### config.mk
export PLATFORM = sky130hd
export DESIGN_NAME = dpbr_top
export DESIGN_NICKNAME = d
export VERILOG_FILES = /design/src/core/dpbr_pkg.sv /design/src/core/dpbr_top.sv
export VERILOG_INCLUDE_DIRS = /design/src /design/src/core
export SDC_FILE = /design/constraint.sdc
export NUM_CORES = 1
export LEC_CHECK = 0
export BUFFER_PORTS_ARGS = -buffer_cell sky130_fd_sc_hd__buf_2
export CORE_MARGIN = 2
export CORE_UTILIZATION = 58
export CTS_BUF_LIST = sky130_fd_sc_hd__clkbuf_8
export DETAILED_ROUTE_END_ITERATION = 8
export GPL_ROUTABILITY_DRIVEN = 0
export PLACE_DENSITY_LB_ADDON = 0.08
export SLEW_MARGIN = 0
export SYNTH_ARGS = -nofsm -noshare
export SYNTH_HDL_FRONTEND = slang
export SYNTH_SLANG_ARGS = --single-unit
### constraint.sdc
create_clock -name clk -period 2.9 [get_ports clk]
set_clock_uncertainty 0.2 [all_clocks]
set_input_delay 0.58 -clock clk [delete_from_list [all_inputs] [get_ports clk]]
set_output_delay 0.58 -clock clk [all_outputs]
set_load 0.03 [all_outputs]
### src/core/dpbr_consts.svh
// Constants for the diskette parameter block decoder and result builder.
// Assumes inclusion by bare name from core/ files.
`ifndef DPBR_CONSTS_SVH
`define DPBR_CONSTS_SVH
// ================================================================
// Port offsets
`define DPBR_PORT_PTR_LO     3'h1
`define DPBR_PORT_PTR_HI     3'h2
`define DPBR_PORT_RES_TYPE   3'h1
`define DPBR_PORT_RES_BYTE   3'h3
// ================================================================
// Parameter block layout
`define DPBR_BLOCK_LEN       3'h7
`define DPBR_CW_RANDOM_BIT   6
`define DPBR_CW_INT_HI       5
`define DPBR_CW_INT_LO       4
`define DPBR_CW_WLEN_BIT     3
`define DPBR_INT_ALL         2'h0
`define DPBR_INT_NONE        2'h1
`define DPBR_INT_ILLEGAL     2'h3
// ================================================================
// Limits
`define DPBR_TRACK_MAX       8'h4C
`define DPBR_SECTOR_MAX      8'h34
`define DPBR_SECTOR_MASK     8'h3F
// ================================================================
// Result bits
`define DPBR_RB_NOT_READY    7
`define DPBR_RB_WRITE_FAULT  6
`define DPBR_RB_WRITE_PROT   5
`define DPBR_RB_OVERRUN      4
`define DPBR_RB_ADDR         3
`define DPBR_RB_SEEK         2
`define DPBR_RB_CRC          1
`define DPBR_RB_DELETED      0
`define DPBR_RESULT_RESET    8'h00
`define DPBR_RES_TYPE_ERR    8'h00
// ================================================================
// Op codes (values arbitrary, encoding table unavailable)
`define DPBR_OP_RECAL        3'h0
`define DPBR_OP_SEEK         3'h1
`define DPBR_OP_FORMAT       3'h2
`define DPBR_OP_READ         3'h3
`define DPBR_OP_VERIFY       3'h4
`define DPBR_OP_WRITE        3'h5
`define DPBR_OP_WRITE_DEL    3'h6
`endif

### src/core/dpbr_pkg.sv
// Types for the diskette parameter block decoder.
// Assumes dpbr_consts.svh is available on the include path.
package dpbr_pkg;
  // ================================================================
  // Operation kinds
  typedef enum logic [2:0] {
    DPBR_RECAL, DPBR_SEEK, DPBR_FORMAT, DPBR_READ,
    DPBR_VERIFY, DPBR_WRITE, DPBR_WRITE_DEL, DPBR_BAD_OP
  } dpbr_op_t;

  // Decoded parameter block
  typedef struct packed {
    logic        random_fmt;
    logic [1:0]  int_ctl;
    logic        word_len;
    logic [1:0]  drive;
    dpbr_op_t    op;
    logic [7:0]  rec_count;
    logic [7:0]  track;
    logic [5:0]  sector;
    logic [15:0] buf_addr;
  } dpbr_params_t;

  // Event inputs from the operation sequencer and drive
  typedef struct packed {
    logic not_ready;
    logic write_fault;
    logic write_prot;
    logic overrun;
    logic seek_err;
    logic crc_err;
    logic deleted;
    logic id_crc;
    logic no_mark;
    logic data_mark;
  } dpbr_events_t;
endpackage : dpbr_pkg

### src/core/dpbr_top.sv
// Diskette parameter block fetcher, decoder and error result builder.
// Assumes a host port with decoded offsets, a byte memory read port with
// one-cycle-or-more latency answered by mem_rvalid, and an outside
// operation sequencer that reports events and completion on this clock.
// The drive ready pin is asynchronous; every other input is on clk.
// With ce low nothing moves, the ready synchroniser included, so a pin
// change made during a freeze is only seen once ce returns.
`include "dpbr_consts.svh"
`timescale 1ns/1ns
`default_nettype none

// Operation
// - Seven-byte block fetched from memory at host pointer, fixed byte order.
// - Control bit 6 selects sequential or buffer-pattern sector numbering.
// - Control bits 5:4: 00 interrupts on completion/error, 01 none, 11 illegal.
// - Drive ready changes interrupt regardless of completion control.
// - Instruction bits 5:4 select drive 0 to 3.
// - Instruction bits 2:0 decode to one of seven operations.
// - Byte three is sector count; transfer stays within sectors 1-52.
// - Byte four is track number, valid 0 through 76.
// - Sector from byte five bits 5:0, valid 1-52, upper bits ignored.
// - Buffer address formed from bytes six low and seven high.
// - Result byte read after result type 00 drives error word.
// - Result bit 7: drive not ready before or during operation.
// - Result bit 6: write fault during a write.
// - Result bit 5: format or write to read-only diskette.
// - Result bit 4: drive byte request not serviced in time.
// - Result bit 3: track over 76, sector 0 or over 52, or overflow.
// - Result bit 2: head off expected track after movement.
// - Result bit 1: CRC mismatch on read or verify.
// - Result bit 0: deleted data mark on read or verify.
// - Compound codes: 3+1 ID CRC, 3+2+1 no mark, 3+2+1+0 data mark.
module dpbr_top
  import dpbr_pkg::*;
(
  input  wire logic         clk,
  input  wire logic         srst,
  input  wire logic         ce,
  // Host port
  input  wire logic         io_wr,
  input  wire logic         io_rd,
  input  wire logic [2:0]   io_addr,
  input  wire logic [7:0]   io_wdata,
  output logic [7:0]        io_rdata,
  output logic              io_rvalid,
  // Memory fetch port
  output logic              mem_req,
  output logic [15:0]       mem_addr,
  input  wire logic         mem_rvalid,
  input  wire logic [7:0]   mem_rdata,
  // Operation sequencer side
  output dpbr_params_t      params,
  output logic              op_start,
  output logic              addr_err,
  input  wire logic         op_done,
  input  wire dpbr_events_t events,
  input  wire logic         drive_ready_pin,
  output logic              irq
);

  // ================================================================
  // Decode helpers
  // Code values come from the constants header; unknown codes become a bad op
  function automatic dpbr_op_t op_decode(input logic [2:0] code);
    dpbr_op_t o;
    o = DPBR_BAD_OP;
    case (code)
      `DPBR_OP_RECAL:     o = DPBR_RECAL;
      `DPBR_OP_SEEK:      o = DPBR_SEEK;
      `DPBR_OP_FORMAT:    o = DPBR_FORMAT;
      `DPBR_OP_READ:      o = DPBR_READ;
      `DPBR_OP_VERIFY:    o = DPBR_VERIFY;
      `DPBR_OP_WRITE:     o = DPBR_WRITE;
      `DPBR_OP_WRITE_DEL: o = DPBR_WRITE_DEL;
      default:            o = DPBR_BAD_OP;
    endcase
    return o;
  endfunction : op_decode

  // Address check; sum widened to 9 bits so a large count cannot wrap
  function automatic logic addr_bad(input logic [7:0] trk, input logic [5:0] sec,
                                    input logic [7:0] cnt);
    logic [8:0] sum;
    sum = {3'b000, sec} + {1'b0, cnt};
    return (trk > `DPBR_TRACK_MAX) || (sec == 6'h00)
           || ({2'b00, sec} > `DPBR_SECTOR_MAX)
           || (sum > {1'b0, `DPBR_SECTOR_MAX});
  endfunction : addr_bad

  // Operations that put data on the media
  function automatic logic is_write(input dpbr_op_t o);
    return (o == DPBR_FORMAT) || (o == DPBR_WRITE) || (o == DPBR_WRITE_DEL);
  endfunction : is_write

  // Operations that read the media and so can see CRC and deleted marks
  function automatic logic is_read(input dpbr_op_t o);
    return (o == DPBR_READ) || (o == DPBR_VERIFY);
  endfunction : is_read

  // ================================================================
  // Pin synchroniser for drive ready
  logic rdy_s1_r;
  logic rdy_s2_r;
  logic rdy_s3_r;

  // Reset to the ready level: a drive that is ready at release of reset
  // must not look like a ready change and raise a false interrupt
  always_ff @(posedge clk) begin
    if (srst) begin
      rdy_s1_r <= 1'b1;
      rdy_s2_r <= 1'b1;
      rdy_s3_r <= 1'b1;
    end else if (ce) begin
      rdy_s1_r <= drive_ready_pin;
      rdy_s2_r <= rdy_s1_r;
      rdy_s3_r <= rdy_s2_r;
    end
  end

  // ================================================================
  // Fetch state machine
  typedef enum logic [2:0] {
    ST_IDLE, ST_REQ, ST_WAIT, ST_CHECK, ST_RUN
  } dpbr_state_t;

  dpbr_state_t  state_r;
  logic [7:0]   ptr_lo_r;
  logic [15:0]  ptr_r;
  logic [2:0]   idx_r;
  logic [7:0]   blk_r [0:6];
  logic [7:0]   result_r;
  logic         err_seen_r;

  // Start strobe; honoured only while idle
  wire logic host_start = io_wr && (io_addr == `DPBR_PORT_PTR_HI);

  // Address check, valid only in the check state; one copy keeps the
  // refusal, the result bit and the interrupt in step
  wire logic blk_bad = (state_r == ST_CHECK) && (params.op != DPBR_RECAL) &&
                       addr_bad(params.track, params.sector, params.rec_count);

  // Pointer low byte latch
  always_ff @(posedge clk) begin
    if (srst) begin
      ptr_lo_r <= 8'h00;
    end else if (ce && io_wr && (io_addr == `DPBR_PORT_PTR_LO)) begin
      ptr_lo_r <= io_wdata;
    end
  end

  // Sequencing of fetch, check and run; a start while busy is ignored
  always_ff @(posedge clk) begin
    if (srst) begin
      state_r  <= ST_IDLE;
      ptr_r    <= 16'h0000;
      idx_r    <= 3'h0;
      mem_req  <= 1'b0;
      mem_addr <= 16'h0000;
      op_start <= 1'b0;
      addr_err <= 1'b0;
    end else if (ce) begin
      op_start <= 1'b0;
      case (state_r)
        ST_IDLE: begin
          if (host_start) begin
            ptr_r    <= {io_wdata, ptr_lo_r};
            idx_r    <= 3'h0;
            addr_err <= 1'b0;
            state_r  <= ST_REQ;
          end
        end
        ST_REQ: begin
          // One request per byte; mem_addr holds until the next one
          mem_req  <= 1'b1;
          mem_addr <= ptr_r + {13'h0000, idx_r};
          state_r  <= ST_WAIT;
        end
        ST_WAIT: begin
          // Any latency is accepted; a late answer only stretches the fetch
          mem_req <= 1'b0;
          if (mem_rvalid) begin
            if (idx_r == `DPBR_BLOCK_LEN - 3'h1) begin
              state_r <= ST_CHECK;
            end else begin
              idx_r   <= idx_r + 3'h1;
              state_r <= ST_REQ;
            end
          end
        end
        ST_CHECK: begin
          // Checked before any head movement; a bad address never starts
          if (blk_bad) begin
            addr_err <= 1'b1;
            state_r  <= ST_IDLE;
          end else begin
            op_start <= 1'b1;
            state_r  <= ST_RUN;
          end
        end
        ST_RUN: begin
          // The outside sequencer owns the operation until it reports done
          if (op_done) begin
            state_r <= ST_IDLE;
          end
        end
        default: state_r <= ST_IDLE;
      endcase
    end
  end

  // Block storage, indexed by fetch position
  // Flip-flops, not a memory: all seven bytes feed the decode at once
  always_ff @(posedge clk) begin
    if (srst) begin
      for (int i = 0; i < 7; i++) begin
        blk_r[i] <= 8'h00;
      end
    end else if (ce && (state_r == ST_WAIT) && mem_rvalid) begin
      blk_r[idx_r] <= mem_rdata;
    end
  end

  // ================================================================
  // Decoded parameters, registered so outputs come from flip-flops
  // They trail the stored bytes by a cycle; the check state reads only
  // bytes that landed at least two cycles before it
  always_ff @(posedge clk) begin
    if (srst) begin
      params <= '0;
    end else if (ce) begin
      params.random_fmt <= blk_r[0][`DPBR_CW_RANDOM_BIT];
      params.int_ctl    <= blk_r[0][`DPBR_CW_INT_HI:`DPBR_CW_INT_LO];
      params.word_len   <= blk_r[0][`DPBR_CW_WLEN_BIT];
      params.drive      <= blk_r[1][5:4];
      params.op         <= op_decode(blk_r[1][2:0]);
      params.rec_count  <= blk_r[2];
      params.track      <= blk_r[3];
      params.sector     <= blk_r[4][5:0];
      params.buf_addr   <= {blk_r[6], blk_r[5]};
    end
  end

  // ================================================================
  // Result byte: sticky per operation, cleared by a new start
  // There is no other clear; a reading host sees the same byte each time
  always_ff @(posedge clk) begin
    if (srst) begin
      result_r <= `DPBR_RESULT_RESET;
    end else if (ce) begin
      if (state_r == ST_IDLE && host_start) begin
        result_r <= `DPBR_RESULT_RESET;
      end else begin
        if (blk_bad) begin
          result_r[`DPBR_RB_ADDR] <= 1'b1;
        end
        if (state_r == ST_RUN) begin
          if (events.not_ready || !rdy_s2_r) begin
            result_r[`DPBR_RB_NOT_READY] <= 1'b1;
          end
          if (events.write_fault && is_write(params.op)) begin
            result_r[`DPBR_RB_WRITE_FAULT] <= 1'b1;
          end
          if (events.write_prot && is_write(params.op)) begin
            result_r[`DPBR_RB_WRITE_PROT] <= 1'b1;
          end
          if (events.overrun) begin
            result_r[`DPBR_RB_OVERRUN] <= 1'b1;
          end
          if (events.seek_err) begin
            result_r[`DPBR_RB_SEEK] <= 1'b1;
          end
          if (events.crc_err && is_read(params.op)) begin
            result_r[`DPBR_RB_CRC] <= 1'b1;
          end
          if (events.deleted && is_read(params.op)) begin
            result_r[`DPBR_RB_DELETED] <= 1'b1;
          end
          // Compound codes overlay several bits at once
          if (events.id_crc) begin
            result_r[`DPBR_RB_ADDR] <= 1'b1;
            result_r[`DPBR_RB_CRC]  <= 1'b1;
          end
          if (events.no_mark || events.data_mark) begin
            result_r[`DPBR_RB_ADDR] <= 1'b1;
            result_r[`DPBR_RB_SEEK] <= 1'b1;
            result_r[`DPBR_RB_CRC]  <= 1'b1;
          end
          if (events.data_mark) begin
            result_r[`DPBR_RB_DELETED] <= 1'b1;
          end
        end
      end
    end
  end

  // ================================================================
  // Host reads: result type then result byte
  // Any other read returns zero so a stale result never leaks out
  always_ff @(posedge clk) begin
    if (srst) begin
      io_rdata  <= 8'h00;
      io_rvalid <= 1'b0;
    end else if (ce) begin
      io_rvalid <= io_rd;
      if (io_rd && io_addr == `DPBR_PORT_RES_BYTE) begin
        io_rdata <= result_r;
      end else if (io_rd && io_addr == `DPBR_PORT_RES_TYPE) begin
        io_rdata <= `DPBR_RES_TYPE_ERR;
      end else begin
        io_rdata <= 8'h00;
      end
    end
  end

  // ================================================================
  // Address failure marker; delays the error interrupt by one cycle so
  // that it follows addr_err rather than racing it
  always_ff @(posedge clk) begin
    if (srst) begin
      err_seen_r <= 1'b0;
    end else if (ce) begin
      err_seen_r <= blk_bad;
    end
  end

  // Interrupt: completion gated by control bits, ready change always
  // Codes 10 and 11 give no completion interrupt; only 00 enables it
  always_ff @(posedge clk) begin
    if (srst) begin
      irq <= 1'b0;
    end else if (ce) begin
      irq <= (rdy_s2_r != rdy_s3_r)
             || ((params.int_ctl == `DPBR_INT_ALL) &&
                 (((state_r == ST_RUN) && op_done) || err_seen_r));
    end
  end

endmodule : dpbr_top
`default_nettype wire

==> run_summary.xml, run 1 <==
<?xml version="1.0" encoding="UTF-8"?>
<metrics>
  <group name="status">
    <metric name="run_status" unit="">finished clean</metric>
  </group>
  <group name="logic_synthesis">
    <metric name="synth_top_cell_area_share" unit="%">36.3</metric>
    <metric name="cell_types_occupying_the_most_area_after_synthesis" unit="">sky130_fd_sc_hd__dfxtp_1 36%, sky130_fd_sc_hd__edfxtp_1 17%, sky130_fd_sc_hd__mux2i_1 9.7%</metric>
    <metric name="synthesis.instances" unit="">696</metric>
    <metric name="yosys.cell_count.top_type" unit="">sky130_fd_sc_hd__dfxtp_1</metric>
    <metric name="post_synth.cell_area_avg" unit="um^2">9.98</metric>
    <metric name="postSynthRegisterBits" unit="">165</metric>
    <metric name="synth_common_cells" unit="">126 x sky130_fd_sc_hd__dfxtp_1, 122 x sky130_fd_sc_hd__nor2_1, 67 x sky130_fd_sc_hd__mux2i_1</metric>
    <metric name="synth.cell_area" unit="um^2">6940</metric>
    <metric name="synth_nets" unit="">746</metric>
    <metric name="synth_enable_flop_cells" unit="">39</metric>
    <metric name="yosys_most_used_dff" unit="">sky130_fd_sc_hd__dfxtp_1</metric>
    <metric name="ys_seq_area_share" unit="%">53.2</metric>
    <metric name="post-synth-top-area-cell" unit="">sky130_fd_sc_hd__dfxtp_1</metric>
    <metric name="asyncSetResetFlopFracSynth" unit="%">0</metric>
    <metric name="synth_cell_type_count" unit="">62</metric>
    <metric name="synth-warning-count" unit="">0</metric>
  </group>
  <group name="sta">
    <metric name="timing.final.hold_violations" unit="">0</metric>
    <metric name="max_transition_viols_final" unit="">0</metric>
    <metric name="setup_total_negative_slack" unit="ns">0</metric>
    <metric name="final_min_period_over_clock_period" unit="%">90.0</metric>
    <metric name="timing_worst_slew_pin_value" unit="ns">0.646</metric>
    <metric name="report.final.setup_viol" unit="">0</metric>
    <metric name="period_needed" unit="ns">2.61</metric>
    <metric name="max_freq" unit="MHz">383</metric>
    <metric name="max_slew_margin" unit="%">56.5</metric>
    <metric name="grt_setup_unrepaired" unit="">no</metric>
  </group>
  <group name="setup_path">
    <metric name="type_of_the_worst_setup_path" unit="">reg -&gt; reg</metric>
    <metric name="critPathArrivalTime" unit="ns">2.76</metric>
    <metric name="worst_path_dominant_cell_family" unit="">simple AND/OR/NAND/NOR gates</metric>
    <metric name="timing.critical_path.slowest_cell_delay" unit="ns">0.42</metric>
    <metric name="worst-path-max-fanout" unit="">5</metric>
    <metric name="worstSetupEndpointType" unit="">register</metric>
    <metric name="critPathRequiredTime" unit="ns">3.05</metric>
    <metric name="critical_path_cell_by_cell" unit="">ha_1 -&gt; fa_1 -&gt; and3_1 -&gt; o21a_1 -&gt; or4_4 -&gt; nand3_2 -&gt; a21oi_2 -&gt; o31a_1</metric>
    <metric name="timing.critical_path.from_type" unit="">register</metric>
    <metric name="slowest_library_cell_on_the_worst_path" unit="">sky130_fd_sc_hd__or4_4</metric>
    <metric name="setup.reg_to_reg.worst_slack" unit="ns">0.29</metric>
    <metric name="buffer_and_inverter_count_on_the_worst_path" unit="">0</metric>
  </group>
  <group name="layout">
    <metric name="design.final.nets" unit="">848</metric>
    <metric name="layout.area.seq" unit="um^2">3690</metric>
    <metric name="fillers" unit="">924</metric>
    <metric name="area_growth_syn_to_layout" unit="%">15.5</metric>
    <metric name="drive_above_1_share" unit="%">20.3</metric>
    <metric name="combined_area_of_the_multi_input_logic_cells" unit="um^2">3010</metric>
    <metric name="antennaDiodeCount" unit="">0</metric>
  </group>
  <group name="route">
    <metric name="total_via_count_after_detailed_routing" unit="">5340</metric>
    <metric name="via_per_inst" unit="">5.60</metric>
    <metric name="routed_length_on_met2" unit="um">7540</metric>
    <metric name="drt-pass1-iter-count" unit="">5</metric>
    <metric name="top_layer" unit="">met4</metric>
    <metric name="total_length_of_routed_wires" unit="um">15500</metric>
    <metric name="met3RoutedLength" unit="um">799</metric>
    <metric name="detail_route.wl_per_cell" unit="um">16.3</metric>
    <metric name="routedLengthMet1" unit="um">6920</metric>
    <metric name="dr.first_iter.drc_count" unit="">345</metric>
    <metric name="final_antenna_net_count" unit="">0</metric>
    <metric name="detail_route.drc_violations" unit="">0</metric>
  </group>
  <group name="run">
    <metric name="drv.max_cap_violation_count" unit="">0</metric>
  </group>
  <group name="grt">
    <metric name="grt_max_degree" unit="">128</metric>
    <metric name="antenna_found_initial" unit="">0</metric>
    <metric name="grt_pass1_vias" unit="">5140</metric>
    <metric name="global_route.overflow_total" unit="">0</metric>
    <metric name="global_route_wire_length_before_repair" unit="um">25200</metric>
    <metric name="grtUsageTotal" unit="%">24.9</metric>
  </group>
  <group name="clock_network">
    <metric name="htree_levels" unit="">4</metric>
    <metric name="tritoncts_num_sinks" unit="">165</metric>
    <metric name="hold_buffers_post_cts" unit="">0</metric>
    <metric name="cts.repair.resized" unit="">0</metric>
    <metric name="library_cell_used_as_clock_root_buffer" unit="">sky130_fd_sc_hd__clkbuf_8</metric>
    <metric name="cts_clock_pin_slew_for_the_worst_setup_and_hold_paths" unit="ns">0.09</metric>
    <metric name="tritoncts" unit="">built</metric>
    <metric name="clock_latency" unit="ns">0.46</metric>
    <metric name="numCtsBuffers" unit="">17</metric>
    <metric name="post-cts-setup-buffer-count" unit="">0</metric>
    <metric name="clockBufferDepth" unit="">2</metric>
  </group>
  <group name="floorplan">
    <metric name="die_w" unit="um">113</metric>
    <metric name="start_util" unit="%">60.0</metric>
    <metric name="dieArea" unit="um^2">12900</metric>
    <metric name="placementRows" unit="">39</metric>
    <metric name="dieHeight" unit="um">113</metric>
    <metric name="core" unit="um^2">11600</metric>
    <metric name="num_io_pins" unit="">113</metric>
  </group>
  <group name="min_path">
    <metric name="worst_hold_path_type" unit="">in -&gt; reg</metric>
  </group>
  <group name="placed_design">
    <metric name="post-dp-hpwl" unit="um">10900</metric>
    <metric name="numPortBuffers" unit="">112</metric>
  </group>
  <group name="power_and_ir_drop">
    <metric name="power_leakage" unit="nW">3.50</metric>
    <metric name="max-vdd-ir-drop" unit="uV">465</metric>
    <metric name="p_per_area" unit="nW/um^2">563</metric>
    <metric name="total_power" unit="mW">4.52</metric>
  </group>
</metrics>
==> per-layer routing <==
metal / vias up / global-route usage (%)
li1: 2629 / -
met1: 2544 / 33.0
met2: 142 / 40.4
met3: 25 / 6.00
met4: 0 / 8.29
met5: - / 0
==> final cells by class <==
cell class	count	area share, %
inverter	19	0.889
clock buffer	18	3.09
multi-input combinational	474	37.6
tap	143	2.23
sequential	165	46.0
timing repair buffer	121	8.20
clock inverter	14	2.00
==> path summary, 6_finish.rpt <==
kind                   start          end  depth (start not counted)
max               params[16]  result_r[3]                          8
min          drive_ready_pin     rdy_s1_r                          2
max reg2reg       params[16]  result_r[3]                          8
min reg2reg      result_r[2]  result_r[2]                          2
==> stage by stage <==
stage | instance area (um^2) | setup slack, ns | utilization [%] | hold slack (ns) | instances
final | 8020 | 0.291 | 69.4 | 0.135 | 954
after global routing | 8020 | 0.128 | 69.4 | 0.127 | 954
after floorplan | 6940 | 0.293 | - | 0.216 | 696
after global placement | 7620 | 0.349 | 65.9 | 0.228 | 922
after detailed placement | 7620 | 0.325 | 65.9 | 0.249 | 922
after CTS | 8020 | 0.302 | 69.4 | 0.116 | 954
==> registers in the layout, summed over array words and instances (netlist names) <==
name / count
mem_req: 1
io_rvalid: 1
op_start: 1
err_seen_r: 1
addr_err: 1
mem_addr: 16
blk_r: 47
io_rdata: 8
result_r: 8
rdy_s1_r: 1
params: 47
state_r: 3
rdy_s2_r: 1
ptr_r: 16
rdy_s3_r: 1
irq: 1
ptr_lo_r: 8
idx_r: 3
==> worst register-to-register path, cell delays in order, from the launching register on <==
cell and delay (ns):
sky130_fd_sc_hd__dfxtp_1 0.36, sky130_fd_sc_hd__ha_1 0.24, sky130_fd_sc_hd__fa_1 0.41, sky130_fd_sc_hd__and3_1 0.21, sky130_fd_sc_hd__o21a_1 0.20, sky130_fd_sc_hd__or4_4 0.42
sky130_fd_sc_hd__nand3_2 0.10, sky130_fd_sc_hd__a21oi_2 0.07, sky130_fd_sc_hd__o31a_1 0.28
==> report_power, final <==
part / internal [mW] / leakage (nW) / total, mW / switching (mW)
registers: 2.41 / 1.42 / 2.46 / 0.0499
clock network: 0.866 / 0.200 / 1.69 / 0.820
logic: 0.136 / 1.88 / 0.376 / 0.240
total: 3.41 / 3.50 / 4.52 / 1.11
==> logic make-up (layout without fill, tap and decap cells) <==
family / after synthesis / count (layout) / share of synthesized area (%)
mux: 67 / 67 / 9.66
buf+inv: 57 / 172 / 3.44
fa+ha+maj: 13 / 13 / 2.56
compound gates: 102 / 102 / 9.91
simple gates: 276 / 276 / 19.2
flops: 165 / 165 / 53.2
xor+xnor: 16 / 16 / 2.02
==> cell usage in the layout (no fill, tap or decap), types with 3 or more instances in the layout <==
cell,n
sky130_fd_sc_hd__dfxtp_1,126
sky130_fd_sc_hd__nor2_1,121
sky130_fd_sc_hd__buf_2,110
sky130_fd_sc_hd__mux2i_1,67
sky130_fd_sc_hd__nand2_1,45
sky130_fd_sc_hd__edfxtp_1,39
sky130_fd_sc_hd__a21oi_1,29
sky130_fd_sc_hd__and2_1,26
sky130_fd_sc_hd__nand3_1,24
sky130_fd_sc_hd__inv_1,21
sky130_fd_sc_hd__clkbuf_8,18
sky130_fd_sc_hd__a211oi_1,12
sky130_fd_sc_hd__ha_1,11
sky130_fd_sc_hd__o21ai_0,10
sky130_fd_sc_hd__nor3_1,9
sky130_fd_sc_hd__a22oi_1,9
sky130_fd_sc_hd__buf_4,9
sky130_fd_sc_hd__xor2_1,8
sky130_fd_sc_hd__or3_1,8
sky130_fd_sc_hd__xnor2_1,8
sky130_fd_sc_hd__nor2b_1,7
sky130_fd_sc_hd__and3_1,6
sky130_fd_sc_hd__a211o_1,5
sky130_fd_sc_hd__a21o_1,5
sky130_fd_sc_hd__clkinvlp_4,5
sky130_fd_sc_hd__nand2b_1,4
sky130_fd_sc_hd__or2_2,4
sky130_fd_sc_hd__nand4_1,3
sky130_fd_sc_hd__o21a_1,3
sky130_fd_sc_hd__nor3b_1,3
sky130_fd_sc_hd__o21bai_1,3
sky130_fd_sc_hd__o22ai_1,3
sky130_fd_sc_hd__a31oi_1,3
sky130_fd_sc_hd__nand3b_1,3
sky130_fd_sc_hd__bufinv_16,3
Note: power is estimated with default switching activity, not from simulation.
==> inputs of run 2 (changes only) <==
--- a/config.mk
+++ b/config.mk
@@ -6,11 +6,12 @@
 export SDC_FILE = /design/constraint.sdc
 export NUM_CORES = 1
 export LEC_CHECK = 0
-export BUFFER_PORTS_ARGS = -buffer_cell sky130_fd_sc_hd__buf_2
+export CORE_ASPECT_RATIO = 1.25
 export CORE_MARGIN = 2
-export CORE_UTILIZATION = 58
+export CORE_UTILIZATION = 65
 export CTS_BUF_LIST = sky130_fd_sc_hd__clkbuf_8
 export DETAILED_ROUTE_END_ITERATION = 8
+export DONT_BUFFER_PORTS = 1
 export GPL_ROUTABILITY_DRIVEN = 0
 export PLACE_DENSITY_LB_ADDON = 0.08
 export SLEW_MARGIN = 0
==> run 2 against run 1 <==
Non-clock buffer count is 101 lower. Hold slack worse by 0.11 ns. Via count decreased by 6.7%. Critical path depth unchanged. Critical endpoint unchanged. Largest cell class unchanged.
==> run_summary.xml, run 2 (same netlist as run 1, synthesis figures left out) <==
<?xml version="1.0" encoding="UTF-8"?>
<metrics>
  <group name="status">
    <metric name="run_status" unit="">finished clean</metric>
  </group>
  <group name="layout">
    <metric name="drive_above_1_share" unit="%">8.59</metric>
    <metric name="fillers" unit="">807</metric>
    <metric name="layout_commonest_cell" unit="">sky130_fd_sc_hd__dfxtp_1</metric>
    <metric name="area_growth_syn_to_layout" unit="%">7.96</metric>
    <metric name="design.final.nets" unit="">747</metric>
    <metric name="most-common-layout-cells" unit="">126 x sky130_fd_sc_hd__dfxtp_1, 122 x sky130_fd_sc_hd__nor2_1, 67 x sky130_fd_sc_hd__mux2i_1, 45 x sky130_fd_sc_hd__nand2_1, 39 x sky130_fd_sc_hd__edfxtp_1</metric>
    <metric name="combined_area_of_the_multi_input_logic_cells" unit="um^2">3010</metric>
    <metric name="antennaDiodeCount" unit="">0</metric>
    <metric name="layout.area.seq" unit="um^2">3690</metric>
    <metric name="layout_top_registers" unit="">blk_r x47, params x47</metric>
  </group>
  <group name="placed_design">
    <metric name="post-dp-hpwl" unit="um">10500</metric>
    <metric name="numPortBuffers" unit="">0</metric>
  </group>
  <group name="sta">
    <metric name="setup_total_negative_slack" unit="ns">0</metric>
    <metric name="final_min_period_over_clock_period" unit="%">88.5</metric>
    <metric name="grt_setup_unrepaired" unit="">no</metric>
    <metric name="period_needed" unit="ns">2.57</metric>
    <metric name="max_transition_viols_final" unit="">0</metric>
    <metric name="max_slew_margin" unit="%">58.2</metric>
    <metric name="timing.final.hold_violations" unit="">0</metric>
    <metric name="max_freq" unit="MHz">389</metric>
    <metric name="timing_worst_slew_pin_value" unit="ns">0.626</metric>
    <metric name="report.final.setup_viol" unit="">0</metric>
  </group>
  <group name="clock_network">
    <metric name="tritoncts" unit="">built</metric>
    <metric name="clock_latency" unit="ns">0.45</metric>
    <metric name="tritoncts_num_sinks" unit="">165</metric>
    <metric name="library_cell_used_as_clock_root_buffer" unit="">sky130_fd_sc_hd__clkbuf_8</metric>
    <metric name="cts_clock_pin_slew_for_the_worst_setup_and_hold_paths" unit="ns">0.09</metric>
    <metric name="htree_levels" unit="">4</metric>
    <metric name="numCtsBuffers" unit="">17</metric>
    <metric name="clockBufferDepth" unit="">2</metric>
  </group>
  <group name="floorplan">
    <metric name="placementRows" unit="">42</metric>
    <metric name="dieArea" unit="um^2">11500</metric>
    <metric name="core" unit="um^2">10500</metric>
    <metric name="num_io_pins" unit="">113</metric>
    <metric name="start_util" unit="%">66.1</metric>
    <metric name="dieHeight" unit="um">120</metric>
    <metric name="die_w" unit="um">96.5</metric>
  </group>
  <group name="grt">
    <metric name="grtUsageTotal" unit="%">26.8</metric>
    <metric name="grt_pass1_vias" unit="">4757</metric>
    <metric name="global_route_wire_length_before_repair" unit="um">23300</metric>
    <metric name="antenna_found_initial" unit="">0</metric>
    <metric name="grt_max_degree" unit="">104</metric>
    <metric name="global_route.overflow_total" unit="">0</metric>
  </group>
  <group name="route">
    <metric name="detail_route.drc_violations" unit="">0</metric>
    <metric name="drt-pass1-iter-count" unit="">5</metric>
    <metric name="total_via_count_after_detailed_routing" unit="">4982</metric>
    <metric name="final_antenna_net_count" unit="">0</metric>
    <metric name="detail_route.wl_per_cell" unit="um">17.9</metric>
    <metric name="dr.first_iter.drc_count" unit="">226</metric>
    <metric name="total_length_of_routed_wires" unit="um">15100</metric>
    <metric name="via_per_inst" unit="">5.92</metric>
  </group>
  <group name="setup_path">
    <metric name="worst-path-max-fanout" unit="">3</metric>
    <metric name="critPathArrivalTime" unit="ns">2.71</metric>
    <metric name="worstSetupEndpointType" unit="">register</metric>
    <metric name="critPathRequiredTime" unit="ns">3.04</metric>
    <metric name="timing.critical_path.from_type" unit="">register</metric>
    <metric name="crit_path_start" unit="">params[16]</metric>
    <metric name="type_of_the_worst_setup_path" unit="">reg -&gt; reg</metric>
    <metric name="rr_startpoint" unit="">params[16]</metric>
  </group>
  <group name="min_path">
    <metric name="worst_hold_path_type" unit="">in -&gt; reg</metric>
    <metric name="hp-start" unit="">srst</metric>
  </group>
  <group name="run">
    <metric name="drv.max_cap_violation_count" unit="">0</metric>
  </group>
  <group name="power_and_ir_drop">
    <metric name="p_per_area" unit="nW/um^2">583</metric>
    <metric name="power_leakage" unit="nW">3.01</metric>
    <metric name="max-vdd-ir-drop" unit="uV">387</metric>
    <metric name="total_power" unit="mW">4.37</metric>
  </group>
</metrics>
-- run 2: stage by stage --
stage / cells / setup WS [ns] / utilization [%] / hold WS (ns) / area [um^2]
after floorplan: 696 / 0.293 / - / 0.216 / 6940
after global placement: 808 / 0.417 / 67.3 / 0.229 / 7080
after CTS: 842 / 0.335 / 71.3 / 0.0116 / 7500
after global routing: 842 / 0.110 / 71.3 / 0.00814 / 7500
final: 842 / 0.332 / 71.3 / 0.0283 / 7500
after detailed placement: 808 / 0.349 / 67.3 / 0.237 / 7080
-- run 2: per-layer routing --
layer  global-route usage, %  part of all wire (%)  up-vias
met2                    47.2                    53      165
met5                       0                     0        -
met4                    12.1                   2.9        0
met1                    29.3                    38     2352
met3                    7.22                   6.5       31
li1                        -                     -     2434
-- run 2: critical path, stage by stage, from the launching register on --
cell and delay [ns]:
sky130_fd_sc_hd__dfxtp_1 0.33, sky130_fd_sc_hd__ha_1 0.23, sky130_fd_sc_hd__fa_1 0.41, sky130_fd_sc_hd__and3_1 0.21, sky130_fd_sc_hd__o21a_1 0.21, sky130_fd_sc_hd__or4_4 0.42
sky130_fd_sc_hd__nand3_2 0.10, sky130_fd_sc_hd__a21oi_2 0.07, sky130_fd_sc_hd__o31a_1 0.28
-- run 2: final cells by class --
type	count	area share, %
multi-input cells	474	40.2
flip-flops and latches	165	49.3
inverters	19	0.951
clock inverters	14	1.80
well taps	132	2.20
clock buffers	18	3.30
repair buffers	20	2.30
-- run 2: where the power goes --
part | internal [mW] | leakage [nW] | switching (mW) | total, mW
combinational | 0.104 | 1.38 | 0.137 | 0.240
clock | 0.783 | 0.204 | 0.834 | 1.62
sequential | 2.41 | 1.42 | 0.103 | 2.51
total | 3.30 | 3.01 | 1.07 | 4.37
-- run 2: path summary, 6_finish.rpt --
check	slack (ns)	depth (start not counted)	endpoint
max reg2reg	0.33	8	result_r[3]
min	0.03	1	rdy_s2_r
min reg2reg	0.26	2	result_r[2]
max	0.33	8	result_r[3]
-- run 2: what timing repair did --
item | CTS | global route
buffers inserted | 0 | 0
setup endpoints to repair | 0 | 0
gates resized for setup | 0 | 0
hold buffers | 2 | 0
hold endpoints to repair | 103 | 0
